### src/common/flash_command_sequencer_consts.vh
// Constants for the flash command sequencer: register offsets, bit
// positions, command codes, reset values and default operation lengths.
// Assumes inclusion by bare name from design and bench files alike.
`ifndef FLASH_COMMAND_SEQUENCER_CONSTS_VH
`define FLASH_COMMAND_SEQUENCER_CONSTS_VH

// ****************************************************************
// Register byte offsets on the APB.
// ****************************************************************
`define FCS_OFS_CONTROL_ZERO  12'h000
`define FCS_OFS_CONTROL_ONE   12'h004
`define FCS_OFS_CONTROL_TWO   12'h008
`define FCS_OFS_STATUS        12'h00C
`define FCS_OFS_WINDOW        12'h400

// ****************************************************************
// Field positions.
// ****************************************************************
`define FCS_BIT_REWRITE_EN    0
`define FCS_BIT_FLASH_STOP    1
`define FCS_BIT_CMD_ABORT     2
`define FCS_BIT_READY_IRQ_EN  3
`define FCS_BIT_LOCK_DISABLE  3
`define FCS_BIT_SUSPEND_EN    0
`define FCS_BIT_SUSPEND_REQ   1
`define FCS_BIT_READY         7
`define FCS_BIT_SUSPENDED     6
`define FCS_BIT_ERASE_ERR     5
`define FCS_BIT_PROG_ERR      4
`define FCS_BIT_LOCK_READOUT  0

// ****************************************************************
// Command codes.
// ****************************************************************
`define FCS_CMD_READ_ARRAY    8'hFF
`define FCS_CMD_CLEAR_STATUS  8'h50
`define FCS_CMD_PROGRAM       8'h40
`define FCS_CMD_BLOCK_ERASE   8'h20
`define FCS_CMD_LOCK_PROGRAM  8'h77
`define FCS_CMD_LOCK_READ     8'h71
`define FCS_CMD_BLANK_CHECK   8'h25
`define FCS_CMD_CONFIRM       8'hD0

// ****************************************************************
// Reset values and operation lengths in pclk cycles.
// ****************************************************************
`define FCS_ERASED_BYTE       8'hFF
`define FCS_LOCK_RESET        1'b1
`define FCS_UNMAPPED_DATA     32'h0000_0000
`define FCS_REFUSED_READ      8'h00
`define FCS_PROG_CYCLES       16
`define FCS_ERASE_CYCLES      64
`define FCS_BLANK_CYCLES      8

`endif

### src/verilog/flash_command_sequencer.v
// Flash rewrite sequencer with a flip-flop array model, reached over APB.
// Assumes one clock pclk, asynchronous active-low presetn, and an APB
// master issuing byte commands through the array window.
//
// The address map and register access over APB were decided locally.
`include "flash_command_sequencer_consts.vh"
`default_nettype none

module flash_command_sequencer #(
  parameter BLK_W        = 2,
  parameter OFS_W        = 4,
  parameter CNT_W        = 16,
  parameter PROG_CYCLES  = `FCS_PROG_CYCLES,
  parameter ERASE_CYCLES = `FCS_ERASE_CYCLES,
  parameter BLANK_CYCLES = `FCS_BLANK_CYCLES
) (
  // APB slave.
  input  wire        pclk,
  input  wire        presetn,
  input  wire        psel,
  input  wire        penable,
  input  wire        pwrite,
  input  wire [11:0] paddr,
  input  wire [31:0] pwdata,
  output wire        pready,
  output reg  [31:0] prdata,
  output wire        pslverr,
  // Sequencer state.
  output wire        ready_flag,
  output wire        erase_suspended_flag,
  output reg         ready_irq
);

  localparam ADDR_W = BLK_W + OFS_W;
  localparam NBYTES = 1 << ADDR_W;
  localparam NBLK   = 1 << BLK_W;
  localparam NOFS   = 1 << OFS_W;

  localparam [1:0] ST_IDLE  = 2'd0;
  localparam [1:0] ST_PROG  = 2'd1;
  localparam [1:0] ST_ERASE = 2'd2;
  localparam [1:0] ST_BLANK = 2'd3;

  localparam integer PROG_M1  = PROG_CYCLES - 1;
  localparam integer ERASE_M1 = ERASE_CYCLES - 1;
  localparam integer BLANK_M1 = BLANK_CYCLES - 1;
  localparam [CNT_W-1:0] PROG_LAST  = PROG_M1[CNT_W-1:0];
  localparam [CNT_W-1:0] ERASE_LAST = ERASE_M1[CNT_W-1:0];
  localparam [CNT_W-1:0] BLANK_LAST = BLANK_M1[CNT_W-1:0];

  // ****************************************************************
  // Storage and control state.
  // ****************************************************************
  reg [7:0]        mem_q [0:NBYTES-1];
  reg [NBLK-1:0]   lock_q;
  reg [1:0]        state_q;
  reg [CNT_W-1:0]  op_cnt_q;
  reg [CNT_W-1:0]  erase_cnt_q;
  reg [ADDR_W-1:0] op_addr_q;
  reg [7:0]        op_data_q;
  reg              lock_op_q;
  reg [BLK_W-1:0]  erase_blk_q;
  reg              susp_q;
  reg              pend_q;
  reg [7:0]        pend_code_q;
  reg [ADDR_W-1:0] pend_addr_q;
  reg              array_mode_q;
  reg              perr_q;
  reg              eerr_q;
  reg              lock_readout_q;
  reg              ready_q;
  reg              rw_en_q;
  reg              stop_q;
  reg              rie_q;
  reg              lockdis_q;
  reg              susp_en_q;
  reg              susp_req_q;

  // ****************************************************************
  // APB decode.
  // ****************************************************************
  wire             wr_acc   = psel & penable & pwrite;
  wire             aligned  = (paddr[1:0] == 2'b00);
  wire             hit_c0   = aligned & (paddr == `FCS_OFS_CONTROL_ZERO);
  wire             hit_c1   = aligned & (paddr == `FCS_OFS_CONTROL_ONE);
  wire             hit_c2   = aligned & (paddr == `FCS_OFS_CONTROL_TWO);
  wire             hit_st   = aligned & (paddr == `FCS_OFS_STATUS);
  wire [9:0]       win_ofs  = paddr[9:0];
  wire             hit_win  = aligned & (paddr[11:10] == 2'b01) &
                              ((win_ofs[9:2] >> ADDR_W) == 8'h00);
  wire [ADDR_W-1:0] win_idx = win_ofs[ADDR_W+1:2];
  wire [BLK_W-1:0] win_blk  = win_idx[ADDR_W-1:OFS_W];
  wire [7:0]       win_byte = pwdata[7:0];
  wire             mapped   = hit_c0 | hit_c1 | hit_c2 | hit_st | hit_win;

  assign pready  = 1'b1;
  assign pslverr = psel & penable & ~mapped;

  wire abort_w = wr_acc & hit_c0 & pwdata[`FCS_BIT_CMD_ABORT];
  wire stop_w  = wr_acc & hit_c0 & pwdata[`FCS_BIT_FLASH_STOP];
  wire rwen_w  = ~wr_acc | ~hit_c0 | pwdata[`FCS_BIT_REWRITE_EN];
  // Anything that stops the flash also abandons the running operation.
  wire kill    = abort_w | stop_w | ~rwen_w | ~rw_en_q | stop_q;

  wire ready   = (state_q == ST_IDLE);
  wire cmd_wr  = wr_acc & hit_win & rw_en_q & ~stop_q & ready & ~abort_w;

  // Lock-disable overrides every stored flag without touching it.
  wire win_locked = ~lockdis_q & ~lock_q[win_blk];
  wire on_susp_blk = susp_q & (win_blk == erase_blk_q);

  // ****************************************************************
  // Command decode.
  // ****************************************************************
  reg start_prog;
  reg start_lockp;
  reg start_erase;
  reg start_blank;
  reg seq_err;
  reg set_perr;
  reg set_eerr;
  reg clr_err;
  reg go_array;
  reg take_pend;
  reg read_lock;

  always @* begin
    start_prog  = 1'b0;
    start_lockp = 1'b0;
    start_erase = 1'b0;
    start_blank = 1'b0;
    seq_err     = 1'b0;
    set_perr    = 1'b0;
    set_eerr    = 1'b0;
    clr_err     = 1'b0;
    go_array    = 1'b0;
    take_pend   = 1'b0;
    read_lock   = 1'b0;
    if (cmd_wr && pend_q) begin
      if (pend_code_q == `FCS_CMD_PROGRAM) begin
        if (win_idx != pend_addr_q || on_susp_blk) begin
          seq_err = 1'b1;
        end else if (win_locked) begin
          set_perr = 1'b1;
        end else begin
          start_prog = 1'b1;
        end
      end else if (win_byte == `FCS_CMD_READ_ARRAY) begin
        go_array = 1'b1;
      end else if (win_byte != `FCS_CMD_CONFIRM) begin
        seq_err = 1'b1;
      end else begin
        case (pend_code_q)
          `FCS_CMD_BLOCK_ERASE: begin
            if (susp_q) begin
              seq_err = 1'b1;
            end else if (win_locked) begin
              set_eerr = 1'b1;
            end else begin
              start_erase = 1'b1;
            end
          end
          `FCS_CMD_LOCK_PROGRAM: begin
            if (win_idx != pend_addr_q || win_idx[OFS_W-1:0] != 0 ||
                on_susp_blk) begin
              seq_err = 1'b1;
            end else begin
              start_lockp = 1'b1;
            end
          end
          `FCS_CMD_LOCK_READ: begin
            if (win_idx[OFS_W-1:0] != 0 || on_susp_blk) begin
              seq_err = 1'b1;
            end else begin
              read_lock = 1'b1;
            end
          end
          default: begin
            if (susp_q) begin
              seq_err = 1'b1;
            end else begin
              start_blank = 1'b1;
            end
          end
        endcase
      end
    end else if (cmd_wr) begin
      case (win_byte)
        `FCS_CMD_READ_ARRAY:   go_array = 1'b1;
        `FCS_CMD_CLEAR_STATUS: clr_err  = 1'b1;
        `FCS_CMD_PROGRAM,
        `FCS_CMD_BLOCK_ERASE,
        `FCS_CMD_LOCK_PROGRAM,
        `FCS_CMD_LOCK_READ,
        `FCS_CMD_BLANK_CHECK:  take_pend = 1'b1;
        default:               seq_err  = 1'b1;
      endcase
    end
  end

  // ****************************************************************
  // Operation progress.
  // ****************************************************************
  wire prog_fin  = (state_q == ST_PROG) & (op_cnt_q == PROG_LAST) & ~kill;
  wire blank_fin = (state_q == ST_BLANK) & (op_cnt_q == BLANK_LAST) & ~kill;
  wire erase_fin = (state_q == ST_ERASE) & (erase_cnt_q == ERASE_LAST) &
                   ~kill;
  // Suspension is only looked at while erasing, never while programming.
  wire suspend_now = (state_q == ST_ERASE) & susp_en_q & susp_req_q &
                     ~erase_fin & ~kill;
  wire resume_now  = ready & susp_q & ~susp_req_q & ~kill & ~cmd_wr;
  wire ready_rise  = ready & ~ready_q;

  // Programming can only clear bits, so verify fails on a 0-to-1 attempt.
  wire [7:0] prog_old = mem_q[op_addr_q];
  wire       prog_bad = ((prog_old & op_data_q) != op_data_q);

  reg     blank_ok;
  integer j;
  always @* begin
    blank_ok = 1'b1;
    for (j = 0; j < NOFS; j = j + 1) begin
      if (mem_q[{op_addr_q[ADDR_W-1:OFS_W], j[OFS_W-1:0]}] !=
          `FCS_ERASED_BYTE) begin
        blank_ok = 1'b0;
      end
    end
  end

  // ****************************************************************
  // Sequencer.
  // ****************************************************************
  always @(posedge pclk or negedge presetn) begin
    if (!presetn) begin
      state_q        <= ST_IDLE;
      op_cnt_q       <= {CNT_W{1'b0}};
      erase_cnt_q    <= {CNT_W{1'b0}};
      op_addr_q      <= {ADDR_W{1'b0}};
      op_data_q      <= 8'h00;
      lock_op_q      <= 1'b0;
      erase_blk_q    <= {BLK_W{1'b0}};
      susp_q         <= 1'b0;
      pend_q         <= 1'b0;
      pend_code_q    <= 8'h00;
      pend_addr_q    <= {ADDR_W{1'b0}};
      array_mode_q   <= 1'b1;
      perr_q         <= 1'b0;
      eerr_q         <= 1'b0;
      lock_readout_q <= 1'b0;
      ready_q        <= 1'b1;
      ready_irq      <= 1'b0;
    end else begin
      ready_q   <= ready;
      ready_irq <= rie_q & (prog_fin | erase_fin |
                            suspend_now);
      if (kill) begin
        state_q <= ST_IDLE;
        susp_q  <= 1'b0;
        pend_q  <= 1'b0;
      end else begin
        case (state_q)
          ST_IDLE: begin
            if (resume_now) begin
              state_q <= ST_ERASE;
              susp_q  <= 1'b0;
            end
            if (take_pend) begin
              pend_q       <= 1'b1;
              pend_code_q  <= win_byte;
              pend_addr_q  <= win_idx;
              array_mode_q <= 1'b0;
            end else if (cmd_wr) begin
              pend_q <= 1'b0;
            end
            if (start_prog || start_lockp) begin
              state_q   <= ST_PROG;
              op_cnt_q  <= {CNT_W{1'b0}};
              op_addr_q <= win_idx;
              op_data_q <= win_byte;
              lock_op_q <= start_lockp;
            end
            if (start_erase) begin
              state_q     <= ST_ERASE;
              erase_cnt_q <= {CNT_W{1'b0}};
              erase_blk_q <= win_blk;
            end
            if (start_blank) begin
              state_q   <= ST_BLANK;
              op_cnt_q  <= {CNT_W{1'b0}};
              op_addr_q <= win_idx;
            end
            if (go_array) begin
              array_mode_q <= 1'b1;
            end
            if (cmd_wr && !go_array && !take_pend) begin
              array_mode_q <= 1'b0;
            end
            if (read_lock) begin
              lock_readout_q <= lock_q[win_blk];
            end
            if (seq_err) begin
              perr_q <= 1'b1;
              eerr_q <= 1'b1;
            end else if (clr_err) begin
              perr_q <= 1'b0;
              eerr_q <= 1'b0;
            end
            if (set_perr) begin
              perr_q <= 1'b1;
            end
            if (set_eerr) begin
              eerr_q <= 1'b1;
            end
          end
          ST_PROG: begin
            op_cnt_q <= op_cnt_q + 1'b1;
            if (prog_fin) begin
              state_q <= ST_IDLE;
              if (!lock_op_q) begin
                array_mode_q <= 1'b1;
              end
              if (!lock_op_q && prog_bad) begin
                perr_q <= 1'b1;
              end
            end
          end
          ST_ERASE: begin
            erase_cnt_q <= erase_cnt_q + 1'b1;
            if (erase_fin) begin
              state_q      <= ST_IDLE;
              array_mode_q <= 1'b1;
            end else if (suspend_now) begin
              state_q      <= ST_IDLE;
              susp_q       <= 1'b1;
              array_mode_q <= 1'b1;
            end
          end
          default: begin
            op_cnt_q <= op_cnt_q + 1'b1;
            if (blank_fin) begin
              state_q <= ST_IDLE;
              if (!blank_ok) begin
                eerr_q <= 1'b1;
              end
            end
          end
        endcase
      end
    end
  end

  // ****************************************************************
  // Array bytes and lock flags.
  // ****************************************************************
  genvar gi;
  generate
    for (gi = 0; gi < NBYTES; gi = gi + 1) begin : g_byte
      localparam integer      GI  = gi;
      localparam [ADDR_W-1:0] IDX = GI[ADDR_W-1:0];
      always @(posedge pclk or negedge presetn) begin
        if (!presetn) begin
          mem_q[gi] <= `FCS_ERASED_BYTE;
        end else if (prog_fin && !lock_op_q && op_addr_q == IDX) begin
          mem_q[gi] <= mem_q[gi] & op_data_q;
        end else if (erase_fin && IDX[ADDR_W-1:OFS_W] == erase_blk_q) begin
          mem_q[gi] <= `FCS_ERASED_BYTE;
        end
      end
    end
    for (gi = 0; gi < NBLK; gi = gi + 1) begin : g_lock
      localparam integer     GB   = gi;
      localparam [BLK_W-1:0] BIDX = GB[BLK_W-1:0];
      always @(posedge pclk or negedge presetn) begin
        if (!presetn) begin
          lock_q[gi] <= `FCS_LOCK_RESET;
        end else if (erase_fin && erase_blk_q == BIDX) begin
          lock_q[gi] <= 1'b1;
        end else if (prog_fin && lock_op_q &&
                     op_addr_q[ADDR_W-1:OFS_W] == BIDX) begin
          lock_q[gi] <= 1'b0;
        end
      end
    end
  endgenerate

  // ****************************************************************
  // Control registers.
  // ****************************************************************
  // Hardware clear beats a software set landing in the same cycle, so
  // a stale enable never survives the event that should end it.
  wire lockdis_clr = erase_fin | ready_rise | seq_err | kill;

  always @(posedge pclk or negedge presetn) begin
    if (!presetn) begin
      rw_en_q    <= 1'b0;
      stop_q     <= 1'b0;
      rie_q      <= 1'b0;
      lockdis_q  <= 1'b0;
      susp_en_q  <= 1'b0;
      susp_req_q <= 1'b0;
    end else begin
      if (wr_acc && hit_c0) begin
        rw_en_q <= pwdata[`FCS_BIT_REWRITE_EN];
        stop_q  <= pwdata[`FCS_BIT_FLASH_STOP];
        rie_q   <= pwdata[`FCS_BIT_READY_IRQ_EN];
      end
      if (lockdis_clr) begin
        lockdis_q <= 1'b0;
      end else if (wr_acc && hit_c1) begin
        lockdis_q <= pwdata[`FCS_BIT_LOCK_DISABLE];
      end
      if (wr_acc && hit_c2) begin
        susp_en_q  <= pwdata[`FCS_BIT_SUSPEND_EN];
        susp_req_q <= pwdata[`FCS_BIT_SUSPEND_REQ];
      end
    end
  end

  // ****************************************************************
  // Read data, captured in the setup cycle.
  // ****************************************************************
  wire [7:0] status_byte = {ready, susp_q, eerr_q, perr_q, 3'b000,
                            lock_readout_q};
  // Reading the suspended block gives a fixed byte, not half-erased data.
  wire [7:0] win_read = (!ready || !array_mode_q) ? status_byte :
                        on_susp_blk ? `FCS_REFUSED_READ :
                        mem_q[win_idx];

  always @(posedge pclk or negedge presetn) begin
    if (!presetn) begin
      prdata <= `FCS_UNMAPPED_DATA;
    end else if (psel && !penable && !pwrite) begin
      if (hit_c0) begin
        prdata <= {28'h0000000, rie_q, 1'b0, stop_q, rw_en_q};
      end else if (hit_c1) begin
        prdata <= {28'h0000000, lockdis_q, 3'b000};
      end else if (hit_c2) begin
        prdata <= {30'h00000000, susp_req_q, susp_en_q};
      end else if (hit_st) begin
        prdata <= {24'h000000, status_byte};
      end else if (hit_win) begin
        prdata <= {24'h000000, win_read};
      end else begin
        prdata <= `FCS_UNMAPPED_DATA;
      end
    end
  end

  assign ready_flag           = ready;
  assign erase_suspended_flag = susp_q;

endmodule // flash_command_sequencer

`default_nettype wire

### config.mk
export PLATFORM = sky130hd
export DESIGN_NAME = flash_command_sequencer
export DESIGN_NICKNAME = d
export VERILOG_FILES = /design/src/verilog/flash_command_sequencer.v
export VERILOG_INCLUDE_DIRS = /design/src /design/src/common
export SDC_FILE = /design/constraint.sdc
export NUM_CORES = 2
export LEC_CHECK = 0
export BUFFER_PORTS_ARGS = -buffer_cell sky130_fd_sc_hd__clkbuf_2
export CAP_MARGIN = 20
export CORE_MARGIN = 1.5
export CORE_UTILIZATION = 57
export DETAILED_ROUTE_END_ITERATION = 6
export PLACE_DENSITY = 0.77
export SYNTH_ARGS = -nofsm -noshare
export SYNTH_HDL_FRONTEND = slang
export SYNTH_SLANG_ARGS = --single-unit
export TNS_END_PERCENT = 20
### constraint.sdc
create_clock -name pclk -period 2.5 [get_ports pclk]
set_input_delay 0 -clock pclk [delete_from_list [all_inputs] [get_ports pclk]]
set_output_delay 0 -clock pclk [all_outputs]
set_load 0.02 [all_outputs]
After elaboration in Yosys (flattened, before gate mapping)
Cells that the tools add are included.

Flip-flop bits (word level): 627. Input bits: 49.

$add $sub $neg: 2. Magnitude comparators: 19. Equal/unequal tests: 129. Multiplexer cells: 259. Bitwise logic cells: 149. Reductions and logical operators: 202.

Operators with widths (count): 8-bit 2-to-1 mux (111); 8-bit binary-select mux with 6-bit select (18); 8-bit bitwise AND (65); 6-bit equality test, second input constant (32); 2-bit nonzero test (74); 8-bit inequality test, second input constant (17); 7-bit greater-or-equal comparator, second input constant (18); 6-bit NOT with 7-bit output (18); 1-bit 2-to-1 mux (107); 6-bit by 5-bit equality test with 1-bit output, second input constant (16); 1-bit logical AND (86); 16-bit case mux with 2 select lines (2); 8-bit by 7-bit equality test with 1-bit output, second input constant (7); 6-bit by 4-bit equality test with 1-bit output, second input constant (8); 16-bit 2-to-1 mux (3); 1-bit bitwise AND (35); 16-bit by 1-bit adder with 16-bit output, second input constant (2); 12-bit by 4-bit equality test with 1-bit output, second input constant (2); 6-bit by 3-bit equality test with 1-bit output, second input constant (4); 8-bit by 6-bit equality test with 1-bit output, second input constant (3); 3-bit AND reduction (7); 2-bit 2-to-1 mux (9); 16-bit by 3-bit equality test with 1-bit output, second input constant (1); 16-bit by 4-bit equality test with 1-bit output, second input constant (1); 45 further kinds (114).

Longest topological paths before layout
Depth after elaboration: 24. Depth in mapped cells: 13.

Least setup slack after synthesis
OpenSTA, ideal clock, no wires.

Kind: flip-flop to flip-flop. Start point: reg state_q[0]. End point: reg op_cnt_q[11]. Data arrival time: 2803 ps. Data required time: 2367 ps. Setup slack: -436 ps. Stages on the path, launching flop included: 13. Buffers on the path: 2. Clock period less this slack: 2936 ps. Cell sequence: dfrtp_1 -> inv_1 -> ha_1 -> buf_4 -> clkinv_1 -> nor4_1 -> nand2_1 -> nor4_1 -> a211oi_1 -> clkbuf_1 -> nor4_1 -> xnor2_1 -> nor2_1.

Cells in the longest elaborated chain, start to end: 8. Elaborated cells on any way between the ends: 14. Classes of those cells: eq/ne (2); mux (5); bitwise (3); reduce/logical (4).

Ends and longest elaborated chain: from (decl) (RTL line flash_command_sequencer.v:56) `reg [1:0] state_q;`; from (signal assigned) (RTL line flash_command_sequencer.v:235) `state_q <= ST_IDLE;`; from (signal assigned) (RTL line flash_command_sequencer.v:257) `state_q <= ST_IDLE;`; from (signal assigned) (RTL line flash_command_sequencer.v:264) `state_q <= ST_ERASE;`; 2-bit logical NOT (*) (RTL line flash_command_sequencer.v:105) `wire ready = (state_q == ST_IDLE);`; named net ready_flag (RTL line flash_command_sequencer.v:29) `output wire ready_flag,`; 1-bit bitwise AND (2 in series) (RTL line flash_command_sequencer.v:106) `wire cmd_wr = wr_acc & hit_win & rw_en_q & ~stop_q & ready & ~abort_w;`; 1-bit logical AND (RTL line flash_command_sequencer.v:139) `if (cmd_wr && pend_q) begin`; 1-bit 2-to-1 mux (RTL line flash_command_sequencer.v:139); 1-bit logical OR (RTL line flash_command_sequencer.v:275) `if (start_prog || start_lockp) begin`; 3-bit by 1-bit inequality test with 1-bit output (no source line); 3-bit AND reduction (no source line); to (signal assigned) (RTL line flash_command_sequencer.v:277) `op_cnt_q <= {CNT_W{1'b0}};`; to (signal assigned) (RTL line flash_command_sequencer.v:289) `op_cnt_q <= {CNT_W{1'b0}};`; to (signal assigned) (RTL line flash_command_sequencer.v:316) `op_cnt_q <= op_cnt_q + 1'b1;`; to (decl) (RTL line flash_command_sequencer.v:57) `reg [CNT_W-1:0] op_cnt_q;`.

The timed path passes the listed nets; every way through them passes the cells marked *. A chain may end at the register's enable or synchronous reset.

Final worst setup path
Start point: reg pend_code_q[4]. End point: reg erase_cnt_q[3].

Cells in the longest elaborated chain, start to end: 8. Elaborated cells on any way between the ends: 9. Classes of those cells: eq/ne (3); mux (5); reduce/logical (1).

Ends and longest elaborated chain: from (decl) (RTL line flash_command_sequencer.v:65) `reg [7:0] pend_code_q;`; from (signal assigned) (RTL line flash_command_sequencer.v:269) `pend_code_q <= win_byte;`; 8-bit by 6-bit equality test with 1-bit output (RTL line flash_command_sequencer.v:153) `case (pend_code_q)`; 1-bit 2-to-1 mux (RTL line flash_command_sequencer.v:153); 1-bit 2-to-1 mux (RTL line flash_command_sequencer.v:150) `` end else if (win_byte != `FCS_CMD_CONFIRM) begin ``; 1-bit 2-to-1 mux (RTL line flash_command_sequencer.v:148) `` end else if (win_byte == `FCS_CMD_READ_ARRAY) begin ``; 1-bit 2-to-1 mux (*) (RTL line flash_command_sequencer.v:140) `` if (pend_code_q == `FCS_CMD_PROGRAM) begin ``; 1-bit 2-to-1 mux (*) (RTL line flash_command_sequencer.v:139); 2-bit by 1-bit inequality test with 1-bit output (no source line) (*); 3-bit AND reduction (no source line) (*); to (signal assigned) (RTL line flash_command_sequencer.v:237) `erase_cnt_q <= {CNT_W{1'b0}};`; to (signal assigned) (RTL line flash_command_sequencer.v:284) `erase_cnt_q <= {CNT_W{1'b0}};`; to (signal assigned) (RTL line flash_command_sequencer.v:328) `erase_cnt_q <= erase_cnt_q + 1'b1;`; to (decl) (RTL line flash_command_sequencer.v:58) `reg [CNT_W-1:0] erase_cnt_q;`.

Mark *: on every way between the ends. The rest lies on a longest branch, timed or not.

==> impl_metrics.ini <==
[sta]
skew_ps = 27.6
hold_viol = 0
slew_viol_final = 0
period_minus_slack_ps = 2900
worst_pin_slew_ps = 1160
slew_headroom_pct = 22.9
fmax_ghz = 0.344
finalSetupViolations = 326
rsz0062_at_grt = true
setup_ws_ps = -404
fin_crit_sh_pct = 116

[cts]
clk_pin_slew_ps = 60
cts_made_buffers = 67
cts_tree = yes
clock_latency_ps = 640
clk_path_buf_depth = 3
cts_root_buf = clkbuf_16
htreeDepth = 3
cts.sink_count = 603

[yosys]
synth-seq-cells = 603
synth.largest_area_cell = dfstp_2
synth_area_per_cell_um2 = 12.5
synthArstFlopShare_pct = 100
dominantRegCellSynth = dfstp_2
yosysWarnings = 0
yosysUniqueCellTypes = 79
syn-cell-area_um2 = 33600
synth_area_leaders = dfstp_2 40%, mux4_2 19%, o22a_1 10%, dfrtp_1 6.3%, nand2_1 3.2%
seq_area_frac_synth_pct = 46.8
yosysTopAreaCellShare_pct = 40.5
synth_enable_flop_cells = 0
synthCells = 2694

[die]
row_count = 88
start_util_pct = 57.9
die_y_um = 246
fp.coreArea_um2 = 58000
io_pins = 86
fp.dieArea_um2 = 60400
die_w_um = 246

[run_status]
status = finished with violations
violations = setup timing

[detailed_routing]
drt-wirelength-per-cell_um = 35.6
vias_per_cell = 7.66
drt-pass1-iter-count = 6
postRouteAntennaNets = 0
drt-total-wl_mm = 143
drc = 0
drt_iter0_drc = 3733
vias = 30700

[place]
hpwl_mm = 100
place_congestion = 1.10
dp.cells = 3811
io_buffers = 36

[worst_setup_path]
path_max_fanout = 5
critPathCaptureType = register
worstPathRequired_ps = 2990
crit_arrival_ps = 3400
crit_type = register to register
cp-start-kind = register

[layout]
fillers = 3717
syn2layout_area_growth_pct = 27.0
drive_above_1_share_pct = 54.1
final_nets = 3241
instances_no_fill = 4007

[global_route]
grt_pass1_vias = 30200
track_usage_pct = 47.0
grt_pass1_wl_mm = 207
antenna_found_initial = 9
grt_max_degree = 95
globalRouteOverflowTotal = 0

[job]
max_cap_violations = 0

[power]
powerDensity_nw_per_um2 = 488
finalPower_uw = 20800
leakage_uw = 0.0163
ir_worst_vdd_mv = 0.674

[hold_path]
holdCritPathClass = primary input to register
==> power breakdown <==
part / leakage [uW] / total [uW] / switching, uW / internal, uW
logic: 0.00864 / 790 / 517 / 273
clock network: 0.00110 / 10200 / 4290 / 5930
registers: 0.00653 / 9810 / 2.08 / 9810
total: 0.0163 / 20800 / 4810 / 16000
==> metal layers <==
layer / routed length [um] / track usage [%] / share of wire (%) / vias up
li1: - / - / - / 11700
met1: 50100 / 62.3 / 35 / 15600
met2: 62800 / 70.8 / 44 / 2710
met3: 19500 / 13.2 / 14 / 654
met4: 10200 / 24.6 / 7.1 / 14
met5: 134 / 0 / 0.094 / -
==> cell usage after synthesis, drive strengths merged, types with 5 or more instances <==
library cell  number
clkbuf           116
xnor2             14
mux4             282
or4                7
and3              15
nor2              88
buf               94
nand2            289
inv               15
o21ai            156
o22a             392
nor3              24
a31oi             10
a211oi            11
mux2              38
dfrtp             85
a22oi             29
o22ai              9
or3               12
dfstp            518
ha                 7
nand4            152
nand2b            14
nand3             38
and2               7
mux2i             37
nor2b             13
o221ai             6
nor4              54
o41ai              5
xor2              18
a21oi             77
a221oi             5
==> path summary, 6_finish.rpt <==
kind	cells past startpoint	slack, ps	from	to
setup / recovery	9	-400	pend_code_q[4]$_DFFE_PN0P_	erase_cnt_q[3]$_DFFE_PN0P_
hold / removal	6	30	paddr[10]	prdata[0]$_DFFE_PN0P_
setup reg to reg	9	-400	pend_code_q[4]$_DFFE_PN0P_	erase_cnt_q[3]$_DFFE_PN0P_
hold reg to reg	2	480	prdata[2]$_DFFE_PN0P_	prdata[2]$_DFFE_PN0P_
max in group asynchronous	3	1020	presetn	op_addr_q[0]$_DFFE_PN0P_
min in group asynchronous	2	290	presetn	mem_q[402]$_DFFE_PN1P_
==> layout make-up <==
cell class / count / area [um2] / share of cell area [%]
antenna: 3 / 7.51 / 0.0176
tap: 765 / 957 / 2.24
clock buffer: 103 / 2030 / 4.75
clock inverter: 20 / 221 / 0.519
multi-input combinational: 1888 / 18100 / 42.4
sequential: 603 / 15800 / 36.9
inverter: 16 / 61.3 / 0.144
timing repair buffer: 609 / 5540 / 13.0
==> metrics by stage <==
step | utilization [%] | cell area [um2] | TNS (ps) | hold slack (ps) | setup slack [ps]
final | 73.6 | 42700 | -56910 | 29.0 | -404
after global routing | 73.5 | 42700 | -69420 | 56.2 | -483
after CTS | 72.4 | 42000 | -13150 | 10.3 | -250
after detailed placement | 66.4 | 38500 | -59770 | 15.3 | -558
after global placement | 66.4 | 38500 | -36330 | 5.91 | -481
after floorplan | - | 34100 | -9960 | -296 | -212
==> state kept, by name (all words and copies together) (netlist names), 2 cells and up <==
| signal | count |
|---|---|
| erase_blk_q | 2 |
| erase_cnt_q | 16 |
| lock_q | 4 |
| mem_q | 512 |
| op_addr_q | 6 |
| op_cnt_q | 16 |
| op_data_q | 8 |
| pend_addr_q | 6 |
| pend_code_q | 8 |
| prdata | 8 |
| state_q | 2 |
==> cells in the final DEF, fill, tap and decap left out, types with 10 or more instances in the layout <==
cell / n
nand4_1: 151
a22oi_1: 28
buf_4: 447
dfstp_2: 518
dlygate4sd3_1: 21
mux2i_1: 34
dfrtp_1: 74
mux4_2: 282
nand2_2: 28
o21ai_1: 25
nand2_4: 10
conb_1: 25
nand2_1: 250
clkbuf_16: 73
buf_12: 56
a21oi_4: 31
xor2_1: 17
xnor2_1: 14
nor4_1: 38
clkbuf_8: 16
nor2b_1: 11
clkbuf_2: 33
a21oi_1: 30
o21ai_0: 126
a21oi_2: 16
nand3_1: 34
buf_6: 41
inv_1: 12
o22a_1: 392
nand2b_1: 12
mux2_2: 30
nor4_4: 11
nor2_1: 72
nor3_1: 13
clkbuf_1: 18
==> worst max-delay path: stages, from the launching register on <==
cell	delay (ps)
dfrtp_1	400
or4_4	570
or3_4	370
or4_4	560
buf_6	150
buf_8	140
nand2_8	80
nand4_1	140
xor2_1	260
nor2_1	100
==> cells by family after synthesis <==
| logic type | after synthesis | share of synthesized area [%] |
|---|---|---|
| XOR/XNOR | 32 | 0.834 |
| other | 2 | 0.0223 |
| AND/OR/NAND/NOR | 736 | 11.0 |
| AO/OA/AOI/OAI | 731 | 16.7 |
| adder cells (fa/ha/maj) | 7 | 0.261 |
| buffers and inverters | 226 | 3.10 |
| multiplexers | 357 | 21.3 |
| flip-flops | 603 | 46.8 |
==> repair_timing <==
item                                    4_1_cts  5_1_grt
hold buffers                                 21        0
endpoints found under the setup margin      525      559
endpoints found under the hold margin       148        0
buffers inserted                             25       23
resized for setup                           163      125
cloned                                        2        3
pin swaps                                   142      156
(Power assumes the default switching activity.)
